--- src/common/hef_pkg.sv ---
package hef_pkg;

  // register offsets on the parallel 8-bit register port
  localparam logic [7:0] OFF_EP0_CTRL  = 8'h00;
  localparam logic [7:0] OFF_FUNC_ADDR = 8'h01;
  localparam logic [7:0] OFF_INT       = 8'h02;
  localparam logic [7:0] OFF_MASK      = 8'h03;
  localparam logic [7:0] OFF_PID_LO    = 8'h04;
  localparam logic [7:0] OFF_PID_HI    = 8'h05;
  localparam logic [7:0] OFF_VID_LO    = 8'h06;
  localparam logic [7:0] OFF_VID_HI    = 8'h07;

  // endpoint 0 control register fields
  localparam int BIT_RX_EN = 0;
  localparam int BIT_TX_EN = 1;
  // function address register: enabled flag on top of the 7-bit address
  localparam int BIT_FUNC_EN = 7;

  // interrupt register fields
  localparam int INT_SETUP    = 0;
  localparam int INT_EP0RX    = 1;
  localparam int INT_EP0TX    = 2;
  localparam int INT_FUNC_RST = 3;
  localparam int INT_EP1_TX   = 4;
  localparam int INT_W        = 8;

  // bits a function reset leaves alone in the interrupt register
  localparam logic [7:0] INT_KEEP_ON_FUNC_RST = 8'h08;

  localparam logic [7:0] RST_BYTE   = 8'h00;
  localparam logic [6:0] ADDR_ZERO  = 7'h00;
  localparam logic [3:0] EP_ZERO    = 4'h0;

  // standard request decode
  localparam logic [7:0] REQ_SET_ADDRESS = 8'h05;
  localparam logic [7:0] REQTYPE_STD_OUT = 8'h00;
  localparam int         REQTYPE_DIR_BIT = 7;
  localparam logic [2:0] SETUP_IDX_TYPE  = 3'h0;
  localparam logic [2:0] SETUP_IDX_REQ   = 3'h1;
  localparam logic [2:0] SETUP_IDX_VALUE = 3'h2;
  localparam logic [2:0] SETUP_IDX_LAST  = 3'h7;

  // embedded function control-transfer stages
  typedef enum logic [1:0] {
    HEF_CT_IDLE   = 2'b00,
    HEF_CT_DATA   = 2'b01,
    HEF_CT_STATUS = 2'b11,
    HEF_CT_ADDR   = 2'b10
  } hef_ct_e;

endpackage

--- src/hw/hef_irq.sv ---
`timescale 1ns/1ps
module hef_irq (
  input  wire logic                     ref_clk_i,
  input  wire logic                     rst_i,
  input  wire logic                     func_rst_i,
  input  wire logic [hef_pkg::INT_W-1:0] set_i,
  input  wire logic [hef_pkg::INT_W-1:0] clr_i,
  input  wire logic [hef_pkg::INT_W-1:0] mask_i,
  output logic      [hef_pkg::INT_W-1:0] flags_o,
  output logic                          irq_o
);

  // one sticky flag per source; a set in the clear cycle wins
  for (genvar i = 0; i < hef_pkg::INT_W; i++) begin : g_flag
    always_ff @(posedge ref_clk_i) begin
      if (rst_i) begin
        flags_o[i] <= 1'b0;
      end else if (set_i[i]) begin
        flags_o[i] <= 1'b1;
      end else if (clr_i[i]) begin
        flags_o[i] <= 1'b0;
      end else if (func_rst_i && !hef_pkg::INT_KEEP_ON_FUNC_RST[i]) begin
        flags_o[i] <= 1'b0;
      end
    end
  end

  // masked flags still latch so software can poll them
  always_ff @(posedge ref_clk_i) begin
    if (rst_i) begin
      irq_o <= 1'b0;
    end else begin
      irq_o <= |(flags_o & mask_i);
    end
  end

endmodule

--- src/hw/hef_setup_decode.sv ---
`timescale 1ns/1ps
module hef_setup_decode (
  input  wire logic       ref_clk_i,
  input  wire logic       rst_i,
  input  wire logic       start_i,
  input  wire logic       byte_valid_i,
  input  wire logic [7:0] byte_i,
  output logic            done_o,
  output logic            set_addr_o,
  output logic            dir_in_o,
  output logic [6:0]      new_addr_o
);

  logic [2:0] idx_reg;
  logic [7:0] type_reg;
  logic [7:0] req_reg;

  // byte position within the eight-byte setup packet
  always_ff @(posedge ref_clk_i) begin
    if (rst_i || start_i) begin
      idx_reg <= hef_pkg::SETUP_IDX_TYPE;
    end else if (byte_valid_i) begin
      idx_reg <= idx_reg + 3'h1;
    end
  end

  // capture request type, request code and address value
  always_ff @(posedge ref_clk_i) begin
    if (rst_i) begin
      type_reg   <= hef_pkg::RST_BYTE;
      req_reg    <= hef_pkg::RST_BYTE;
      new_addr_o <= hef_pkg::ADDR_ZERO;
    end else if (byte_valid_i && !start_i) begin
      if (idx_reg == hef_pkg::SETUP_IDX_TYPE) type_reg <= byte_i;
      if (idx_reg == hef_pkg::SETUP_IDX_REQ) req_reg <= byte_i;
      if (idx_reg == hef_pkg::SETUP_IDX_VALUE) new_addr_o <= byte_i[6:0];
    end
  end

  // done_o pulses one cycle after the last byte; set_addr_o and dir_in_o are held levels from the captured bytes
  always_ff @(posedge ref_clk_i) begin
    if (rst_i) begin
      done_o     <= 1'b0;
      set_addr_o <= 1'b0;
      dir_in_o   <= 1'b0;
    end else begin
      done_o     <= byte_valid_i && !start_i && idx_reg == hef_pkg::SETUP_IDX_LAST;
      set_addr_o <= type_reg == hef_pkg::REQTYPE_STD_OUT && req_reg == hef_pkg::REQ_SET_ADDRESS;
      dir_in_o   <= type_reg[hef_pkg::REQTYPE_DIR_BIT];
    end
  end

endmodule

--- src/hw/hef_control.sv ---
`timescale 1ns/1ps
// Contract
// - identifier registers preloaded, microcontroller may overwrite
// - power-on reset gives stand-alone hub, defaults
// - addresses zero, function detached after power-up
// - attach only when both endpoint 0 enables set
// - hub works only once function attached
// - hub answers its own standard requests
// - answer NAK until function attached
// - pending condition sets bit; masked bits raise request
// - masked-off bits still set, no request
// - port reset sets function reset bit three
// - function reset waits for bit clear
// - function reset spares enables, reset bit, masks
// - bus reset touches hub logic only
// - port power on drives power output
// - port enable sets address register bit seven
// - hardware handles set-address, address readable after
// - other function requests go to microcontroller
// - control read: setup/status receive, data transmit
// - endpoint 1 bit follows its status sources
module hef_control #(
  parameter logic [7:0] PID_LO_DEFAULT = 8'h12, // arbitrary value
  parameter logic [7:0] PID_HI_DEFAULT = 8'h34, // arbitrary value
  parameter logic [7:0] VID_LO_DEFAULT = 8'h56, // arbitrary value
  parameter logic [7:0] VID_HI_DEFAULT = 8'h78  // arbitrary value
) (
  input  wire logic        ref_clk_i,
  input  wire logic        rst_i,
  input  wire logic        usb_bus_reset_i,
  input  wire logic        port5_power_i,
  input  wire logic        port5_enable_i,
  input  wire logic        port5_reset_i,
  input  wire logic        tok_setup_i,
  input  wire logic        tok_in_i,
  input  wire logic        tok_out_i,
  input  wire logic [6:0]  tok_addr_i,
  input  wire logic [3:0]  tok_ep_i,
  input  wire logic        setup_byte_valid_i,
  input  wire logic [7:0]  setup_byte_i,
  input  wire logic        xact_ack_i,
  input  wire logic [3:0]  ep1_status_i,
  input  wire logic        reg_wr_i,
  input  wire logic        reg_rd_i,
  input  wire logic [7:0]  reg_addr_i,
  input  wire logic [7:0]  reg_wdata_i,
  output logic      [7:0]  reg_rdata_o,
  output logic             irq_o,
  output logic             port5_power_on_out_o,
  output logic             attached_o,
  output logic             nak_o,
  output logic             hub_req_o,
  output logic             ep0_rx_route_o,
  output logic             ep0_tx_route_o,
  output logic             mcu_req_o,
  output logic      [6:0]  hub_addr_o,
  output logic      [6:0]  func_addr_o,
  output logic      [15:0] pid_o,
  output logic      [15:0] vid_o
);

  logic                     ep0_receive_enable_reg;
  logic                     ep0_transmit_enable_reg;
  logic                     function_enabled_flag_reg;
  logic                     func_rst_pend_reg;
  logic                     func_rst;
  logic [7:0]               mask_reg;
  logic [hef_pkg::INT_W-1:0] int_flags;
  logic [hef_pkg::INT_W-1:0] int_set;
  logic [hef_pkg::INT_W-1:0] int_clr;
  logic                     irq_int;
  logic                     dec_done;
  logic                     dec_set_addr;
  logic                     dec_dir_in;
  logic [6:0]               dec_addr;
  logic                     tok_any;
  logic                     hub_hit;
  logic                     func_hit;
  logic                     setup_for_hub_reg;
  logic                     hub_addr_pend_reg;
  logic [6:0]               hub_addr_new_reg;
  logic [6:0]               func_addr_new_reg;
  logic                     last_in_hw_reg;
  logic                     wr_int;
  hef_pkg::hef_ct_e         ct_reg;

  assign tok_any = tok_setup_i || tok_in_i || tok_out_i;
  // hub keeps priority while both sit at address zero
  assign hub_hit  = attached_o && tok_any && tok_addr_i == hub_addr_o;
  assign func_hit = attached_o && tok_any && !hub_hit && function_enabled_flag_reg
                    && tok_addr_i == func_addr_o && tok_ep_i == hef_pkg::EP_ZERO;
  assign wr_int   = reg_wr_i && reg_addr_i == hef_pkg::OFF_INT;

  // endpoint 0 enables and masks survive a function reset
  always_ff @(posedge ref_clk_i) begin
    if (rst_i) begin
      ep0_receive_enable_reg  <= 1'b0;
      ep0_transmit_enable_reg <= 1'b0;
      mask_reg                <= hef_pkg::RST_BYTE;
    end else if (reg_wr_i) begin
      if (reg_addr_i == hef_pkg::OFF_EP0_CTRL) begin
        ep0_receive_enable_reg  <= reg_wdata_i[hef_pkg::BIT_RX_EN];
        ep0_transmit_enable_reg <= reg_wdata_i[hef_pkg::BIT_TX_EN];
      end
      if (reg_addr_i == hef_pkg::OFF_MASK) mask_reg <= reg_wdata_i;
    end
  end

  // identifiers: loaded only by power-on reset or a register write
  always_ff @(posedge ref_clk_i) begin
    if (rst_i) begin
      pid_o <= {PID_HI_DEFAULT, PID_LO_DEFAULT};
      vid_o <= {VID_HI_DEFAULT, VID_LO_DEFAULT};
    end else if (reg_wr_i) begin
      if (reg_addr_i == hef_pkg::OFF_PID_LO) pid_o[7:0]  <= reg_wdata_i;
      if (reg_addr_i == hef_pkg::OFF_PID_HI) pid_o[15:8] <= reg_wdata_i;
      if (reg_addr_i == hef_pkg::OFF_VID_LO) vid_o[7:0]  <= reg_wdata_i;
      if (reg_addr_i == hef_pkg::OFF_VID_HI) vid_o[15:8] <= reg_wdata_i;
    end
  end

  // attach to port 5 needs both enables; firmware loads identifiers first
  always_ff @(posedge ref_clk_i) begin
    if (rst_i) begin
      attached_o <= 1'b0;
    end else begin
      attached_o <= ep0_receive_enable_reg && ep0_transmit_enable_reg;
    end
  end

  // port state driven by the host through the hub; bus reset drops it
  always_ff @(posedge ref_clk_i) begin
    if (rst_i || usb_bus_reset_i) begin
      port5_power_on_out_o <= 1'b0;
    end else begin
      port5_power_on_out_o <= port5_power_i;
    end
  end

  always_ff @(posedge ref_clk_i) begin
    if (rst_i || func_rst) begin
      function_enabled_flag_reg <= 1'b0;
    end else begin
      function_enabled_flag_reg <= port5_enable_i && attached_o;
    end
  end

  // a port reset is held off until firmware clears the reset flag
  always_ff @(posedge ref_clk_i) begin
    if (rst_i) begin
      func_rst_pend_reg <= 1'b0;
    end else if (port5_reset_i) begin
      func_rst_pend_reg <= 1'b1;
    end else if (func_rst) begin
      func_rst_pend_reg <= 1'b0;
    end
  end
  assign func_rst = func_rst_pend_reg && !int_flags[hef_pkg::INT_FUNC_RST]
                    && !port5_reset_i;

  // token dispatch: NAK while detached, hub or function otherwise
  always_ff @(posedge ref_clk_i) begin
    if (rst_i) begin
      nak_o          <= 1'b0;
      hub_req_o      <= 1'b0;
      ep0_rx_route_o <= 1'b0;
      ep0_tx_route_o <= 1'b0;
    end else begin
      nak_o          <= tok_any && !attached_o;
      hub_req_o      <= hub_hit;
      ep0_rx_route_o <= func_hit && (tok_setup_i || tok_out_i);
      ep0_tx_route_o <= func_hit && tok_in_i && ct_reg != hef_pkg::HEF_CT_ADDR;
    end
  end

  // remember which logical device the current setup belongs to
  always_ff @(posedge ref_clk_i) begin
    if (rst_i) begin
      setup_for_hub_reg <= 1'b0;
    end else if (tok_setup_i && attached_o) begin
      setup_for_hub_reg <= hub_hit;
    end
  end

  // control-transfer stage of the embedded function
  always_ff @(posedge ref_clk_i) begin
    if (rst_i || func_rst) begin
      ct_reg <= hef_pkg::HEF_CT_IDLE;
    end else if (func_hit && tok_setup_i) begin
      ct_reg <= hef_pkg::HEF_CT_IDLE;
    end else begin
      unique case (ct_reg)
        hef_pkg::HEF_CT_IDLE: begin
          if (dec_done && !setup_for_hub_reg) begin
            if (dec_set_addr) ct_reg <= hef_pkg::HEF_CT_ADDR;
            else if (dec_dir_in) ct_reg <= hef_pkg::HEF_CT_DATA;
          end
        end
        hef_pkg::HEF_CT_DATA: begin
          if (func_hit && tok_out_i) ct_reg <= hef_pkg::HEF_CT_STATUS;
        end
        hef_pkg::HEF_CT_STATUS: begin
          if (xact_ack_i) ct_reg <= hef_pkg::HEF_CT_IDLE;
        end
        hef_pkg::HEF_CT_ADDR: begin
          if (xact_ack_i && last_in_hw_reg) ct_reg <= hef_pkg::HEF_CT_IDLE;
        end
      endcase
    end
  end

  // marks the zero-length status-in that hardware answers itself
  always_ff @(posedge ref_clk_i) begin
    if (rst_i || func_rst) begin
      last_in_hw_reg <= 1'b0;
    end else if (tok_any) begin
      last_in_hw_reg <= func_hit && tok_in_i && ct_reg == hef_pkg::HEF_CT_ADDR;
    end
  end

  // function address changes only after the status stage is acknowledged, or to zero on a function reset
  always_ff @(posedge ref_clk_i) begin
    if (rst_i || func_rst) begin
      func_addr_o       <= hef_pkg::ADDR_ZERO;
      func_addr_new_reg <= hef_pkg::ADDR_ZERO;
    end else begin
      if (dec_done && !setup_for_hub_reg) func_addr_new_reg <= dec_addr;
      if (ct_reg == hef_pkg::HEF_CT_ADDR && xact_ack_i && last_in_hw_reg) begin
        func_addr_o <= func_addr_new_reg;
      end
    end
  end

  // hub address: applied on the next xact_ack_i after the decoded setup, cleared by bus reset only on the hub side
  always_ff @(posedge ref_clk_i) begin
    if (rst_i || usb_bus_reset_i) begin
      hub_addr_o        <= hef_pkg::ADDR_ZERO;
      hub_addr_new_reg  <= hef_pkg::ADDR_ZERO;
      hub_addr_pend_reg <= 1'b0;
    end else if (dec_done && setup_for_hub_reg) begin
      hub_addr_pend_reg <= dec_set_addr;
      hub_addr_new_reg  <= dec_addr;
    end else if (hub_addr_pend_reg && xact_ack_i) begin
      hub_addr_o        <= hub_addr_new_reg;
      hub_addr_pend_reg <= 1'b0;
    end
  end

  // any function request other than set-address goes to firmware
  always_ff @(posedge ref_clk_i) begin
    if (rst_i) begin
      mcu_req_o <= 1'b0;
    end else begin
      mcu_req_o <= dec_done && !setup_for_hub_reg && !dec_set_addr;
    end
  end

  // interrupt sources; endpoint 1 bit mirrors its status bits
  always_comb begin
    int_set = '0;
    int_set[hef_pkg::INT_SETUP] = dec_done && !setup_for_hub_reg && !dec_set_addr;
    int_set[hef_pkg::INT_EP0RX] = ep0_rx_route_o && !setup_for_hub_reg;
    int_set[hef_pkg::INT_EP0TX] = ep0_tx_route_o;
    int_set[hef_pkg::INT_FUNC_RST] = port5_reset_i;
    int_set[hef_pkg::INT_EP1_TX]   = |ep1_status_i;
    int_clr = wr_int ? reg_wdata_i : '0;
    int_clr[hef_pkg::INT_EP1_TX] = ~|ep1_status_i;
  end

  hef_irq u_irq (
    .ref_clk_i  (ref_clk_i),
    .rst_i      (rst_i),
    .func_rst_i (func_rst),
    .set_i      (int_set),
    .clr_i      (int_clr),
    .mask_i     (mask_reg),
    .flags_o    (int_flags),
    .irq_o      (irq_int)
  );
  assign irq_o = irq_int;

  hef_setup_decode u_dec (
    .ref_clk_i    (ref_clk_i),
    .rst_i        (rst_i),
    .start_i      (tok_setup_i),
    .byte_valid_i (setup_byte_valid_i),
    .byte_i       (setup_byte_i),
    .done_o       (dec_done),
    .set_addr_o   (dec_set_addr),
    .dir_in_o     (dec_dir_in),
    .new_addr_o   (dec_addr)
  );

  // registered read port; unmapped offsets read zero
  always_ff @(posedge ref_clk_i) begin
    if (rst_i) begin
      reg_rdata_o <= hef_pkg::RST_BYTE;
    end else if (reg_rd_i) begin
      unique case (reg_addr_i)
        hef_pkg::OFF_EP0_CTRL: begin
          reg_rdata_o <= ep0_ctrl_byte(ep0_receive_enable_reg, ep0_transmit_enable_reg);
        end
        hef_pkg::OFF_FUNC_ADDR: reg_rdata_o <= {function_enabled_flag_reg, func_addr_o};
        hef_pkg::OFF_INT:       reg_rdata_o <= int_flags;
        hef_pkg::OFF_MASK:      reg_rdata_o <= mask_reg;
        hef_pkg::OFF_PID_LO:    reg_rdata_o <= pid_o[7:0];
        hef_pkg::OFF_PID_HI:    reg_rdata_o <= pid_o[15:8];
        hef_pkg::OFF_VID_LO:    reg_rdata_o <= vid_o[7:0];
        hef_pkg::OFF_VID_HI:    reg_rdata_o <= vid_o[15:8];
        default:                reg_rdata_o <= hef_pkg::RST_BYTE;
      endcase
    end
  end

  function automatic logic [7:0] ep0_ctrl_byte(input logic rx, input logic tx);
    logic [7:0] v;
    v = hef_pkg::RST_BYTE;
    v[hef_pkg::BIT_RX_EN] = rx;
    v[hef_pkg::BIT_TX_EN] = tx;
    return v;
  endfunction
endmodule

--- config.mk ---
export PLATFORM = sky130hd
export DESIGN_NAME = hef_control
export DESIGN_NICKNAME = d
export VERILOG_FILES = /design/src/common/hef_pkg.sv /design/src/hw/hef_irq.sv /design/src/hw/hef_setup_decode.sv /design/src/hw/hef_control.sv
export SDC_FILE = /design/constraint.sdc
export NUM_CORES = 1
export LEC_CHECK = 0
export BUFFER_PORTS_ARGS = -buffer_cell sky130_fd_sc_hd__buf_2
export CELL_PAD_IN_SITES_DETAIL_PLACEMENT = 0
export CELL_PAD_IN_SITES_GLOBAL_PLACEMENT = 2
export CORE_MARGIN = 10
export CORE_UTILIZATION = 35
export DETAILED_ROUTE_END_ITERATION = 8
export PLACE_DENSITY = 0.9
export RECOVER_POWER = 100
export SYNTH_ARGS = -nofsm -noshare
export SYNTH_HDL_FRONTEND = slang
export SYNTH_SLANG_ARGS = --single-unit
--- constraint.sdc ---
create_clock -name ref_clk_i -period 3.4 [get_ports ref_clk_i]
set_input_delay 0.17 -clock ref_clk_i [delete_from_list [all_inputs] [get_ports ref_clk_i]]
set_output_delay 0.17 -clock ref_clk_i [all_outputs]
set_load 0.005 [all_outputs]
Word-level counts from Yosys, hierarchy flattened
Index checks and enable logic that the tools add are counted.

Flip-flop bits (word level): 127. Output and inout bits: 62. Word-level logic and storage cells: 153.

$add $sub $neg: 1. Equality and inequality tests: 22. Muxes and demuxes: 22. Bitwise gates (word level): 2. Reductions and logical operators: 68.

Operators by type and width (count): 8-bit case mux with 8 select lines (1); 8-bit by 3-bit equality test with 1-bit output, second input constant (5); 1-bit logical AND (30); 2-bit AND reduction (10); 8-bit by 2-bit equality test with 1-bit output, second input constant (2); 8-bit logical NOT (2); 7-bit equality test (2); 1-bit two-way mux (13); 2-bit two-way mux (6); 2-bit inequality test, second input constant (5); 3-bit nonzero test (3); 5-bit by 8-bit bitwise AND with 8-bit output (1); 8-bit by 1-bit equality test with 1-bit output, second input constant (1); 2-bit case mux with 4 select lines (1); 8-bit OR reduction (1); 1-bit logical NOT (7); 1-bit logical OR (6); 2-bit nonzero test (3); 5-bit AND reduction (1); 2-bit equality test, second input constant (2); 4-bit logical NOT (1); 4-bit two-way mux (1); 4-bit OR reduction (1); 3-bit by 1-bit adder with 3-bit output, second input constant (1); 9 further kinds (9).

Depth between registers and ports, before layout
Gate-level depths: netlist of run 1.

Depth after elaboration: 12. Mapped depth: 8. Gate-level depth less buffers: 5.

By module
From an unflattened synthesis of run 1, not the netlist that was laid out.

Cell total of the unflattened synthesis: 613. Area, all modules: 5664.2 um2.

By module, submodules not included: hef_control (instances 1, cells an instance 467, area each 4137.7 um2, seq. area each 1841.8 um2); hef_setup_decode (instances 1, cells an instance 107, area each 1166.1 um2, seq. area each 580.6 um2); hef_irq (instances 1, cells an instance 39, area each 360.3 um2, seq. area each 180.2 um2).

Worst setup path before layout of run 1
OpenSTA, ideal clock, no wires.

Kind: input port to flip-flop. From: input port reg_addr_i[5]. To: register pid_o[10]. Arrival time: 1.390 ns. Path slack: 1.881 ns. Stages: 7. Path buffers: 2. Cell sequence: nor4_4 nand4b_2 buf_2 nor3b_2 buf_6 mux2i_1 nand2_1.

Cells in the longest elaborated chain, start to end: 2.

Ends and longest elaborated chain: start: declaration (RTL line hef_control.sv:45) `input wire logic [7:0] reg_addr_i,`; 8-bit by 3-bit equality test with 1-bit output (RTL line hef_control.sv:116) `if (reg_addr_i == hef_pkg::OFF_PID_HI) pid_o[15:8] <= reg_wdata_i;`; 2-bit AND reduction (no line); end signal: assignment (RTL line hef_control.sv:112) `pid_o <= {PID_HI_DEFAULT, PID_LO_DEFAULT};`; end signal: assignment (RTL line hef_control.sv:116); end: declaration (RTL line hef_control.sv:58) `output logic [15:0] pid_o,`.

Every way passes these cells. A chain may end at the register's enable or synchronous reset.

==> results of run 1 <==
## cell type report
type,count,area [um2]
timing repair buffer,121,568
clock inverter,9,60.1
tap,188,235
fill,1541,8510
multi-input combinational,421,2600
clock buffer,23,488
sequential,127,2540
inverter,7,26.3
## worst reg2reg max path: stages, from the launching register on
cell	delay, ps
dfxtp_1	410
xnor2_1	140
nand4_1	100
nor4_1	820
or2_2	280
nor4b_1	50
## routing by layer
layer	routed length, um	global-route usage, %	part of all wire, %
met5	0	0	0
met1	6620	18.0	41
met2	8180	26.6	50
met3	1150	4.59	7.1
met4	312	5.96	1.9
## cells by family after synthesis
group,count (synthesis)
multiplexers,59
AND/OR/NAND/NOR,235
flip-flops,127
XOR/XNOR,15
adder cells (fa/ha/maj),5
AO/OA/AOI/OAI,107
buffers and inverters,42
## power by group
group          switching [mW]  leakage (nW)  total (mW)  internal (mW)
Clock                   0.658         0.265        1.66           1.00
Combinational           0.109          1.11       0.173         0.0632
Sequential            0.00797          1.03        1.51           1.50
## cells in the final DEF (no fill, tap or decap), drive strengths merged, types with 2 or more instances in the layout
cell / instances
mux4: 9
clkinv: 6
nor2: 61
nor3b: 4
clkinvlp: 3
or2: 2
clkbuf: 78
xor2: 9
xnor2: 6
and2: 3
and3: 5
nor4b: 2
inv: 7
dfxtp: 127
nor2b: 7
nand4: 3
ha: 5
o21ai: 25
nand3: 20
nand2b: 3
or3: 2
buf: 60
nor3: 13
a21oi: 64
nand2: 96
mux2: 6
dlygate4sd3: 6
nor4: 8
a221oi: 2
mux2i: 44
a31o: 2
nand3b: 2
o22ai: 2
a22oi: 4
## worst paths after layout
kind / from / cells after the start / end
setup / recovery: rst_i / 4 / u_irq.flags_o[2]$_SDFFE_PP0P_
hold / removal: setup_byte_i[6] / 3 / u_dec.req_reg[6]$_SDFFE_PP0P_
setup reg to reg: hub_addr_o[0]$_SDFFE_PP0P_ / 5 / ep0_tx_route_o$_SDFF_PP0_
hold reg to reg: u_dec.type_reg[6]$_SDFFE_PP0P_ / 1 / u_dec.set_addr_o$_SDFF_PP0_
## metrics by stage
stage                     hold WS, ps  utilization, %
after detailed placement          395            39.8
after floorplan                   282               -
after CTS                        22.8            43.9
final                            31.8            43.4
after global placement            385            39.8
after global routing             31.4            43.4
## repair_timing
item                                    in CTS  in global routing
endpoints found under the setup margin       0                  0
endpoints found under the hold margin        5                  0
hold buffers                                 6                  0
==> metrics.txt, run 1 <==
# TYPE chip_impl_metric gauge
chip_impl_info{name="status",value="finished clean"} 1
chip_impl_metric{name="tightest_pin_transition",unit="ps"} 1410
chip_impl_metric{name="layout.cell_area.non_filler",unit="mm2"} 0.00652
chip_impl_metric{name="synth.yosys.warnings",unit=""} 0
chip_impl_metric{name="die_height",unit="um"} 143
chip_impl_metric{name="yosys.area_share.simple",unit="%"} 20.8
chip_impl_info{name="synthTopCellsByCount",value="127 x dfxtp_1, 95 x nand2_1, 64 x a21oi_1"} 1
chip_impl_metric{name="cpPeakStageDelay",unit="ps"} 1000
chip_impl_metric{name="report.final.slew_viol_count",unit=""} 0
chip_impl_info{name="rsz0062_at_grt",value="no"} 1
chip_impl_metric{name="final_cells",unit=""} 896
chip_impl_metric{name="post_synthesis_compound_gate_area_fraction",unit="%"} 11.1
chip_impl_metric{name="final-hold-violation-count",unit=""} 0
chip_impl_metric{name="gp_congestion",unit=""} 0.842
chip_impl_info{name="synth.area.top_cells",value="dfxtp_1 48%, mux2i_1 8.3%, nand2_1 6.7%"} 1
chip_impl_metric{name="initial_utilization",unit="%"} 35.4
chip_impl_info{name="synth_top_family_by_area",value="simple AND/OR/NAND/NOR gates"} 1
chip_impl_metric{name="clock_latency",unit="ps"} 410
chip_impl_metric{name="globalRouteOverflowTotal",unit=""} 0
chip_impl_info{name="clock_tree_from_tritoncts",value="done"} 1
chip_impl_info{name="holdCritPathClass",value="in -> reg"} 1
chip_impl_metric{name="yosysSeqAreaShare",unit="%"} 47.7
chip_impl_metric{name="power_per_cell_area",unit="mW/mm2"} 513
chip_impl_metric{name="yosys_register_bits",unit=""} 127
chip_impl_metric{name="slew_headroom",unit="%"} 5.83
chip_impl_metric{name="synthAdderAreaFrac",unit="%"} 1.17
chip_impl_metric{name="design.portCount",unit=""} 114
chip_impl_info{name="layout_top_registers",value="pid_o x16, vid_o x16"} 1
chip_impl_metric{name="synth-edff-count",unit=""} 0
chip_impl_metric{name="wirelength",unit="um"} 16300
chip_impl_info{name="critical-path-top-delay-family",value="buffers and inverters"} 1
chip_impl_info{name="critPathKind",value="in -> reg"} 1
chip_impl_metric{name="layout-drive-gt1-share",unit="%"} 16.1
chip_impl_metric{name="flow.area_growth_from_synthesis",unit="%"} 22.4
chip_impl_info{name="clock_tree.root_cell",value="clkbuf_16"} 1
chip_impl_metric{name="track_usage",unit="%"} 15.6
chip_impl_metric{name="synth-async-reset-ratio",unit="%"} 0
chip_impl_metric{name="total_power",unit="mW"} 3.34
chip_impl_metric{name="layout.nets",unit=""} 752
chip_impl_metric{name="die_w",unit="um"} 143
chip_impl_metric{name="total_drc_errors_in_the_routed_layout",unit=""} 0
chip_impl_metric{name="global_route_wire_length_before_repair",unit="um"} 24900
chip_impl_metric{name="area_share_of_the_leading_cell_type_in_the_synthesized_netlist",unit="%"} 47.7
chip_impl_metric{name="static-leakage-power",unit="nW"} 2.40
chip_impl_metric{name="fmax",unit="GHz"} 0.411
chip_impl_metric{name="grt_start_max_net_pins",unit=""} 50
chip_impl_metric{name="placed_cells",unit=""} 858
chip_impl_metric{name="cts_buffer_depth",unit=""} 2
chip_impl_metric{name="worst_ir_drop_vdd",unit="mV"} 0.376
chip_impl_metric{name="dp_hpwl",unit="um"} 12100
chip_impl_metric{name="setup-violations-final",unit=""} 0
chip_impl_metric{name="placed_area",unit="mm2"} 0.00599
chip_impl_metric{name="synthDistinctLibCells",unit=""} 51
chip_impl_metric{name="antenna_left",unit=""} 0
chip_impl_metric{name="critical_path.max_fanout",unit=""} 49
chip_impl_metric{name="post-place-ws",unit="ps"} 1260
chip_impl_info{name="critPathCaptureType",value="flop"} 1
chip_impl_metric{name="place.port_buffers",unit=""} 113
chip_impl_metric{name="diodes_inserted",unit=""} 0
chip_impl_metric{name="iteration_count_of_the_initial_detailed_routing_pass",unit=""} 6
chip_impl_metric{name="worst-r2r-setup-slack",unit="ps"} 1430
chip_impl_metric{name="vias_in_the_first_global_route",unit=""} 4572
chip_impl_info{name="synth-main-ff-cell",value="dfxtp_1"} 1
chip_impl_metric{name="syn-instance-count",unit=""} 590
chip_impl_metric{name="layout_min_cycle_time",unit="ps"} 2430
chip_impl_metric{name="syn_area_per_cell",unit="um2"} 9.03
chip_impl_metric{name="mappedNetlistNets",unit=""} 647
chip_impl_metric{name="setup-tns-final",unit="ps"} 0
chip_impl_metric{name="critPathRequiredTime",unit="ps"} 3700
chip_impl_metric{name="finalCritPeriodShare",unit="%"} 71.5
chip_impl_metric{name="first_iter_violations",unit=""} 313
chip_impl_metric{name="clock_tree.htree_level_count",unit=""} 4
chip_impl_info{name="cp_cell_sequence",value="clkbuf_1, clkbuf_2, a21oi_1, a32o_1"} 1
chip_impl_metric{name="grt_antenna_before_repair",unit=""} 0
chip_impl_info{name="synth.most_common_cell",value="dfxtp_1"} 1
chip_impl_metric{name="cts.sinks",unit=""} 127
chip_impl_metric{name="drv_cap",unit=""} 0
chip_impl_info{name="yosys.area.top_type",value="dfxtp_1"} 1
chip_impl_metric{name="final.setup_skew",unit="ps"} 7.13
chip_impl_metric{name="post_cts.resized_instances",unit=""} 0
chip_impl_metric{name="synth.mux.area_fraction",unit="%"} 13.3
chip_impl_metric{name="detail_route.vias_per_cell",unit=""} 5.23
chip_impl_metric{name="wl_per_instance",unit="um"} 18.2
chip_impl_metric{name="post-route-worst-setup-slack",unit="ps"} 969
chip_impl_metric{name="design.core.area",unit="mm2"} 0.0150
chip_impl_metric{name="num_vias",unit=""} 4683
chip_impl_metric{name="design.die.area",unit="mm2"} 0.0206
chip_impl_metric{name="syn-cell-area",unit="mm2"} 0.00533
chip_impl_metric{name="std_cell_rows",unit=""} 45
chip_impl_metric{name="post_cts.repair.setup_buffers",unit=""} 0
chip_impl_metric{name="worstPathBufferInverterCount",unit=""} 2
chip_impl_info{name="slowest_library_cell_on_the_worst_path",value="clkbuf_1"} 1
chip_impl_metric{name="cp_data_arrival_time",unit="ps"} 2730
chip_impl_metric{name="worst_setup_hold_path_clk_slew",unit="ps"} 50
chip_impl_metric{name="synth_xor_area_share",unit="%"} 2.47
chip_impl_info{name="cp-start-kind",value="primary input"} 1
chip_impl_metric{name="cts_buffers",unit=""} 17
No activity file was read; power rests on OpenSTA's default activity.
==> inputs of run 2 (changes only) <==
Settings changed: ABC_AREA from default to 1, CORE_UTILIZATION 35 to 27, PLACE_DENSITY 0.9 to 0.8.
Clock period 3.4 ns to 2 ns, I/O delays scaled along.
==> metrics.txt, run 2 <==
# TYPE chip_impl_metric gauge
chip_impl_metric{name="cts_buffers",unit=""} 17
chip_impl_metric{name="static-leakage-power",unit="nW"} 2.76
chip_impl_info{name="most-common-layout-cells",value="139 x nand2_1, 127 x dfxtp_1, 114 x nor2_1"} 1
chip_impl_metric{name="syn-cell-area",unit="mm2"} 0.00542
chip_impl_metric{name="design.die.area",unit="mm2"} 0.0261
chip_impl_metric{name="final-hold-violation-count",unit=""} 0
chip_impl_metric{name="die_w",unit="um"} 162
chip_impl_metric{name="design.portCount",unit=""} 114
chip_impl_metric{name="worst_ir_drop_vdd",unit="mV"} 0.512
chip_impl_metric{name="diodes_inserted",unit=""} 0
chip_impl_metric{name="std_cell_rows",unit=""} 51
chip_impl_metric{name="cp_data_arrival_time",unit="ps"} 1870
chip_impl_metric{name="drt-met1-wl",unit="um"} 8510
chip_impl_metric{name="synthDistinctLibCells",unit=""} 39
chip_impl_metric{name="setup-tns-final",unit="ps"} 0
chip_impl_metric{name="finalCritPeriodShare",unit="%"} 80.7
chip_impl_info{name="holdCritPathClass",value="in -> reg"} 1
chip_impl_metric{name="design.core.area",unit="mm2"} 0.0196
chip_impl_metric{name="grt_start_max_net_pins",unit=""} 41
chip_impl_metric{name="synthAdderAreaFrac",unit="%"} 1.15
chip_impl_info{name="synth.area.top_cells",value="dfxtp_1 47%, nand2_1 9.4%, nor2_1 7.9%"} 1
chip_impl_metric{name="layout-drive-gt1-share",unit="%"} 14.1
chip_impl_metric{name="pwr-share-comb",unit="%"} 5.5
chip_impl_metric{name="synth.mux.area_fraction",unit="%"} 0
chip_impl_metric{name="yosys_register_bits",unit=""} 127
chip_impl_metric{name="power_per_cell_area",unit="mW/mm2"} 855
chip_impl_info{name="clock_tree_from_tritoncts",value="done"} 1
chip_impl_metric{name="drv_cap",unit=""} 0
chip_impl_metric{name="total_power",unit="mW"} 5.90
chip_impl_metric{name="tightest_pin_transition",unit="ps"} 860
chip_impl_metric{name="num_vias",unit=""} 5129
chip_impl_metric{name="layout_min_cycle_time",unit="ps"} 1610
chip_impl_info{name="synth-main-ff-cell",value="dfxtp_1"} 1
chip_impl_metric{name="slew_headroom",unit="%"} 42.7
chip_impl_info{name="rsz0062_at_grt",value="no"} 1
chip_impl_metric{name="first_iter_violations",unit=""} 279
chip_impl_metric{name="synth_xor_area_share",unit="%"} 1.62
chip_impl_metric{name="layout.nets",unit=""} 925
chip_impl_metric{name="clock_tree.htree_level_count",unit=""} 4
chip_impl_metric{name="initial_utilization",unit="%"} 27.7
chip_impl_metric{name="yosys.area_share.simple",unit="%"} 26.4
chip_impl_info{name="status",value="finished clean"} 1
chip_impl_info{name="mostFrequentLayoutCell",value="nand2_1"} 1
chip_impl_metric{name="report.final.slew_viol_count",unit=""} 0
chip_impl_info{name="critPathCaptureType",value="flop"} 1
chip_impl_metric{name="cts_buffer_depth",unit=""} 2
chip_impl_metric{name="final_layout_worst_hold_slack",unit="ps"} 14.5
chip_impl_metric{name="synth-edff-count",unit=""} 0
chip_impl_metric{name="wl_per_instance",unit="um"} 15.6
chip_impl_metric{name="iteration_count_of_the_initial_detailed_routing_pass",unit=""} 4
chip_impl_metric{name="cts.sinks",unit=""} 127
chip_impl_info{name="clock_tree.root_cell",value="clkbuf_16"} 1
chip_impl_metric{name="mappedNetlistNets",unit=""} 791
chip_impl_metric{name="globalRouteOverflowTotal",unit=""} 0
chip_impl_metric{name="cellInternalPower",unit="mW"} 4.49
chip_impl_metric{name="flow.area_growth_from_synthesis",unit="%"} 27.3
chip_impl_metric{name="met2RoutedLength",unit="um"} 8180
chip_impl_info{name="synthTopCellsByCount",value="136 x nand2_1, 127 x dfxtp_1, 114 x nor2_1"} 1
chip_impl_metric{name="timing.hold.worst_path_depth",unit=""} 3
chip_impl_info{name="synth.most_common_cell",value="nand2_1"} 1
chip_impl_metric{name="multiInputGateArea",unit="mm2"} 0.00247
chip_impl_metric{name="filler_cell_count",unit=""} 2186
chip_impl_metric{name="total_drc_errors_in_the_routed_layout",unit=""} 0
chip_impl_info{name="yosys.area.top_type",value="dfxtp_1"} 1
chip_impl_metric{name="area_share_of_the_leading_cell_type_in_the_synthesized_netlist",unit="%"} 46.9
chip_impl_metric{name="synth.yosys.warnings",unit=""} 0
chip_impl_metric{name="yosysSeqAreaShare",unit="%"} 46.9
chip_impl_metric{name="reg2reg_depth",unit=""} 5
chip_impl_metric{name="global_route_wire_length_before_repair",unit="um"} 28000
chip_impl_metric{name="worst_setup_hold_path_clk_slew",unit="ps"} 60
chip_impl_metric{name="synth-async-reset-ratio",unit="%"} 0
chip_impl_metric{name="critical_path.max_fanout",unit=""} 14
chip_impl_metric{name="switching_share",unit="%"} 23.9
chip_impl_metric{name="critPathRequiredTime",unit="ps"} 2260
chip_impl_metric{name="post_synthesis_compound_gate_area_fraction",unit="%"} 16.8
chip_impl_metric{name="place.port_buffers",unit=""} 113
chip_impl_metric{name="setup-violations-final",unit=""} 0
chip_impl_metric{name="power.sequential.fraction",unit="%"} 43.7
chip_impl_metric{name="syn-instance-count",unit=""} 734
chip_impl_metric{name="syn_area_per_cell",unit="um2"} 7.39
chip_impl_metric{name="dp_hpwl",unit="um"} 13700
chip_impl_metric{name="clock_latency",unit="ps"} 420
chip_impl_metric{name="final.setup_skew",unit="ps"} 10.9
chip_impl_metric{name="vias_in_the_first_global_route",unit=""} 5095
chip_impl_info{name="topRoutingLayerUsed",value="met4"} 1
chip_impl_metric{name="gp_congestion",unit=""} 0.806
chip_impl_metric{name="grt_antenna_before_repair",unit=""} 0
chip_impl_metric{name="post_cts.resized_instances",unit=""} 0
chip_impl_metric{name="wirelength",unit="um"} 17900
chip_impl_metric{name="die_height",unit="um"} 162
chip_impl_metric{name="track_usage",unit="%"} 13.5
chip_impl_info{name="layout_top_registers",value="pid_o x16, vid_o x16"} 1
chip_impl_metric{name="fmax",unit="GHz"} 0.619
chip_impl_info{name="cp-start-kind",value="flop"} 1
chip_impl_metric{name="power_frac_clock",unit="%"} 50.8
chip_impl_metric{name="route.met3.wl",unit="um"} 881
chip_impl_metric{name="power.net_switching",unit="mW"} 1.41
chip_impl_metric{name="detail_route.vias_per_cell",unit=""} 4.48
chip_impl_info{name="synth_top_family_by_area",value="simple AND/OR/NAND/NOR gates"} 1
chip_impl_metric{name="antenna_left",unit=""} 0
chip_impl_info{name="critPathKind",value="reg -> reg"} 1
chip_impl_metric{name="register_area",unit="mm2"} 0.00254
-- run 2: cell types whose count changed after synthesis, moves of 24 or more --
cell / previous run / this run
nand3_1: 20 / 44
nor2_1: 59 / 114
nand2_1: 95 / 136
o21ai_0: 25 / 68
inv_1: 7 / 63
mux2i_1: 44 / 0
-- run 2: worst paths after layout --
kind                            startpoint                                to  slack (ps)
max          u_irq.flags_o[3]$_SDFFE_PP0P_       func_addr_o[5]$_SDFFE_PP0P_         390
min                        setup_byte_i[3]  u_dec.new_addr_o[3]$_SDFFE_PP0P_          10
max reg2reg  u_irq.flags_o[3]$_SDFFE_PP0P_       func_addr_o[5]$_SDFFE_PP0P_         390
min reg2reg  u_dec.req_reg[4]$_SDFFE_PP0P_       u_dec.set_addr_o$_SDFF_PP0_         430
-- run 2: cell families (layout without fill, tap and decap cells) --
kind of cell               count (synthesis)  in the layout
xor gates and xnor gates                  10             10
AOI/OAI and AO/OA                        166            166
DFF                                      127            127
buffers and inverters                     92            239
adders and majority gates                  5              5
and+or+nand+nor                          334            334
-- run 2: what timing repair did --
item,in CTS,in global routing
buffers inserted,0,0
setup endpoints to repair,0,0
hold endpoints to repair,34,0
hold buffers,19,0
-- run 2: critical path: stages (launching register included) --
cell,delay [ps]
dfxtp_1,350
inv_1,160
nand3_1,170
nand2_1,110
clkbuf_1,520
a211oi_1,130
-- run 2: cell type report --
class | count | share of cell area, %
inverters | 70 | 3.88
clock inverters | 12 | 1.58
multi-input cells | 515 | 35.8
repair buffers | 137 | 10.4
well taps | 265 | 4.80
flip-flops and latches | 127 | 36.8
clock buffers | 20 | 6.76
-- run 2: per-layer routing --
metal | global-route usage [%] | up-vias
li1 | - | 2678
met1 | 17.7 | 2318
met2 | 21.4 | 111
met3 | 3.26 | 22
met4 | 4.63 | 0
met5 | 0 | -
-- run 2: power by group through the flow --
stage	Sequential [mW]	Combinational, mW	Clock [mW]
4_1_cts	2.58	0.338	3.07
2_1_floorplan	2.63	0.171	0
6_report	2.58	0.326	2.99
3_5_place_dp	2.63	0.309	0
5_1_grt	2.58	0.366	3.18
3_3_place_gp	2.63	0.310	0
-- run 2: through the flow --
step                cell area (um2)  utilization [%]  setup slack (ps)  instances
floorplan                      5420                -               751        734
global placement               6250             31.9               381       1095
detailed placement             6250             31.9               356       1095
CTS                            7020             35.8               445       1146
global route                   6900             35.2               240       1146
finish                         6900             35.2               386       1146
==> inputs of run 3 (changes only) <==
Settings changed: CORE_UTILIZATION 27 to 30, PLACE_DENSITY 0.8 to 0.84.
Clock period 2 ns to 1.6 ns, I/O delays scaled along.
==> metrics.txt, run 3 (synthesized netlist as in run 2, its figures left out) <==
# TYPE chip_impl_metric gauge
chip_impl_metric{name="static-leakage-power",unit="nW"} 2.90
chip_impl_metric{name="critPathRequiredTime",unit="ps"} 1940
chip_impl_metric{name="final.setup_skew",unit="ps"} 6.54
chip_impl_metric{name="worst_ir_drop_vdd",unit="mV"} 0.740
chip_impl_info{name="rsz0062_at_grt",value="no"} 1
chip_impl_info{name="holdCritPathClass",value="in -> reg"} 1
chip_impl_metric{name="finalCritPeriodShare",unit="%"} 90.2
chip_impl_metric{name="final_layout_worst_hold_slack",unit="ps"} 20.5
chip_impl_info{name="clock_tree_from_tritoncts",value="done"} 1
chip_impl_info{name="layout_top_registers",value="pid_o x16, vid_o x16"} 1
chip_impl_metric{name="layout.nets",unit=""} 953
chip_impl_metric{name="cp_data_arrival_time",unit="ps"} 1780
chip_impl_metric{name="detail_route.vias_per_cell",unit=""} 4.60
chip_impl_metric{name="die_w",unit="um"} 154
chip_impl_metric{name="cts_buffer_depth",unit=""} 2
chip_impl_info{name="status",value="finished clean"} 1
chip_impl_info{name="cp-start-kind",value="flop"} 1
chip_impl_metric{name="grt_use_met3",unit="%"} 3.97
chip_impl_metric{name="fmax",unit="GHz"} 0.693
chip_impl_metric{name="cts_buffers",unit=""} 17
chip_impl_metric{name="layout-drive-gt1-share",unit="%"} 14.5
chip_impl_metric{name="setup-tns-final",unit="ps"} 0
chip_impl_metric{name="clock_latency",unit="ps"} 410
chip_impl_metric{name="design.portCount",unit=""} 114
chip_impl_metric{name="groute.layer.met2.usage",unit="%"} 23.1
chip_impl_metric{name="multiInputGateArea",unit="mm2"} 0.00245
chip_impl_metric{name="report.final.slew_viol_count",unit=""} 0
chip_impl_info{name="most-common-layout-cells",value="142 x nand2_1, 127 x dfxtp_1, 117 x nor2_1"} 1
chip_impl_info{name="worst_setup_path_startpoint",value="func_addr_o[5]$_SDFFE_PP0P_"} 1
chip_impl_metric{name="grt_start_max_net_pins",unit=""} 34
chip_impl_metric{name="vias_in_the_first_global_route",unit=""} 5240
chip_impl_metric{name="power_per_cell_area",unit="mW/mm2"} 1080
chip_impl_metric{name="post-route-worst-setup-slack",unit="ps"} 157
chip_impl_metric{name="use_met1",unit="%"} 18.8
chip_impl_info{name="critPathKind",value="reg -> reg"} 1
chip_impl_metric{name="total_drc_errors_in_the_routed_layout",unit=""} 0
chip_impl_metric{name="gp_congestion",unit=""} 0.831
chip_impl_metric{name="post_cts.repair.setup_buffers",unit=""} 0
chip_impl_metric{name="first_iter_violations",unit=""} 341
chip_impl_metric{name="globalRouteOverflowTotal",unit=""} 0
chip_impl_metric{name="setup-violations-final",unit=""} 0
chip_impl_metric{name="std_cell_rows",unit=""} 49
chip_impl_metric{name="place.port_buffers",unit=""} 113
chip_impl_info{name="grt_most_used_layer",value="met2"} 1
chip_impl_metric{name="post-place-ws",unit="ps"} 140
chip_impl_metric{name="filler_cell_count",unit=""} 1929
chip_impl_metric{name="iteration_count_of_the_initial_detailed_routing_pass",unit=""} 5
chip_impl_metric{name="clock_tree.htree_level_count",unit=""} 4
chip_impl_info{name="worstReg2RegStart",value="func_addr_o[5]$_SDFFE_PP0P_"} 1
chip_impl_metric{name="drv_cap",unit=""} 0
chip_impl_metric{name="slew_headroom",unit="%"} 68.1
chip_impl_metric{name="design.core.area",unit="mm2"} 0.0178
chip_impl_metric{name="critical_path.max_fanout",unit=""} 3
chip_impl_metric{name="global_route_wire_length_before_repair",unit="um"} 28200
chip_impl_metric{name="diodes_inserted",unit=""} 0
chip_impl_metric{name="die_height",unit="um"} 154
chip_impl_metric{name="cts.sinks",unit=""} 127
chip_impl_metric{name="track_usage",unit="%"} 14.7
chip_impl_info{name="clock_tree.root_cell",value="clkbuf_16"} 1
chip_impl_metric{name="tightest_pin_transition",unit="ps"} 479
chip_impl_metric{name="worst_setup_hold_path_clk_slew",unit="ps"} 50
chip_impl_metric{name="antenna_left",unit=""} 0
chip_impl_metric{name="initial_utilization",unit="%"} 30.4
chip_impl_info{name="critPathCaptureType",value="flop"} 1
chip_impl_metric{name="wl_per_instance",unit="um"} 15.3
chip_impl_metric{name="flow.area_growth_from_synthesis",unit="%"} 30.7
chip_impl_metric{name="num_vias",unit=""} 5235
chip_impl_info{name="hp-start",value="reg_wdata_i[4]"} 1
chip_impl_metric{name="wirelength",unit="um"} 17400
chip_impl_metric{name="final-hold-violation-count",unit=""} 0
chip_impl_metric{name="layout_min_cycle_time",unit="ps"} 1440
chip_impl_metric{name="dp_hpwl",unit="um"} 13700
chip_impl_info{name="mostFrequentLayoutCell",value="nand2_1"} 1
chip_impl_metric{name="grt_antenna_before_repair",unit=""} 0
chip_impl_metric{name="design.die.area",unit="mm2"} 0.0238
chip_impl_metric{name="register_area",unit="mm2"} 0.00254
==> run 3: changes by cell type in the layout (fill, tap and decap cells not counted), sizes merged <==
cell / previous run / this run
buf: 64 / 82
clkbuf: 74 / 87
clkinvlp: 7 / 3
dlygate4sd3: 19 / 23
clkinv: 8 / 5
bufinv: 1 / 3
inv: 66 / 64
==> run 3: worst paths after layout <==
kind                                               endpoint  slack [ps]  depth (start not counted)
worst min-delay path               mask_reg[4]$_SDFFE_PP0P_          20                          3
worst max-delay path            last_in_hw_reg$_SDFFE_PP0N_         160                         10
worst min register to register  u_dec.set_addr_o$_SDFF_PP0_         420                          1
worst max register to register  last_in_hw_reg$_SDFFE_PP0N_         160                         10
==> run 3: critical path, stage by stage (launching register included) <==
cell	delay (ps)
dfxtp_1	350
inv_1	100
nand2_1	70
nand2_1	50
nor2_1	100
nand2_1	80
nor2_1	210
nand3_1	150
nor2_1	120
nand2_1	60
a21oi_1	100
==> run 3: per-stage QoR <==
stage	util, %	area (um2)	cells	total power [mW]
final	39.7	7080	1138	7.65
after global routing	39.7	7080	1138	7.93
after CTS	40.5	7230	1138	7.74
after detailed placement	35.8	6390	1083	3.68
after global placement	35.8	6390	1083	3.69
after floorplan	-	5420	734	3.50
==> run 3: area by class of cell <==
type,instances,share of cell area (%)
sequential,127,35.9
clock buffer,27,7.24
clock inverter,5,1.41
tap,229,4.04
timing repair buffer,165,13.1
multi-input combinational,515,34.6
inverter,70,3.78
==> run 3: per-layer routing <==
layer	share of wire, %	up-vias	wire [um]
met4	1.4	0	238
met3	5.6	16	968
met1	48	2362	8320
met5	0	-	0
li1	-	2734	-
met2	45	123	7860
==> run 3: where the power goes <==
part	leakage [nW]	switching (mW)	internal, mW
clock	0.302	1.35	2.66
combinational	1.57	0.256	0.168
sequential	1.03	0.0212	3.20
==> run 3: timing repair <==
item                                   CTS  global route
hold buffers                            23             0
gates resized for setup                  0             1
setup endpoints to repair                0             1
endpoints found under the hold margin   49             0
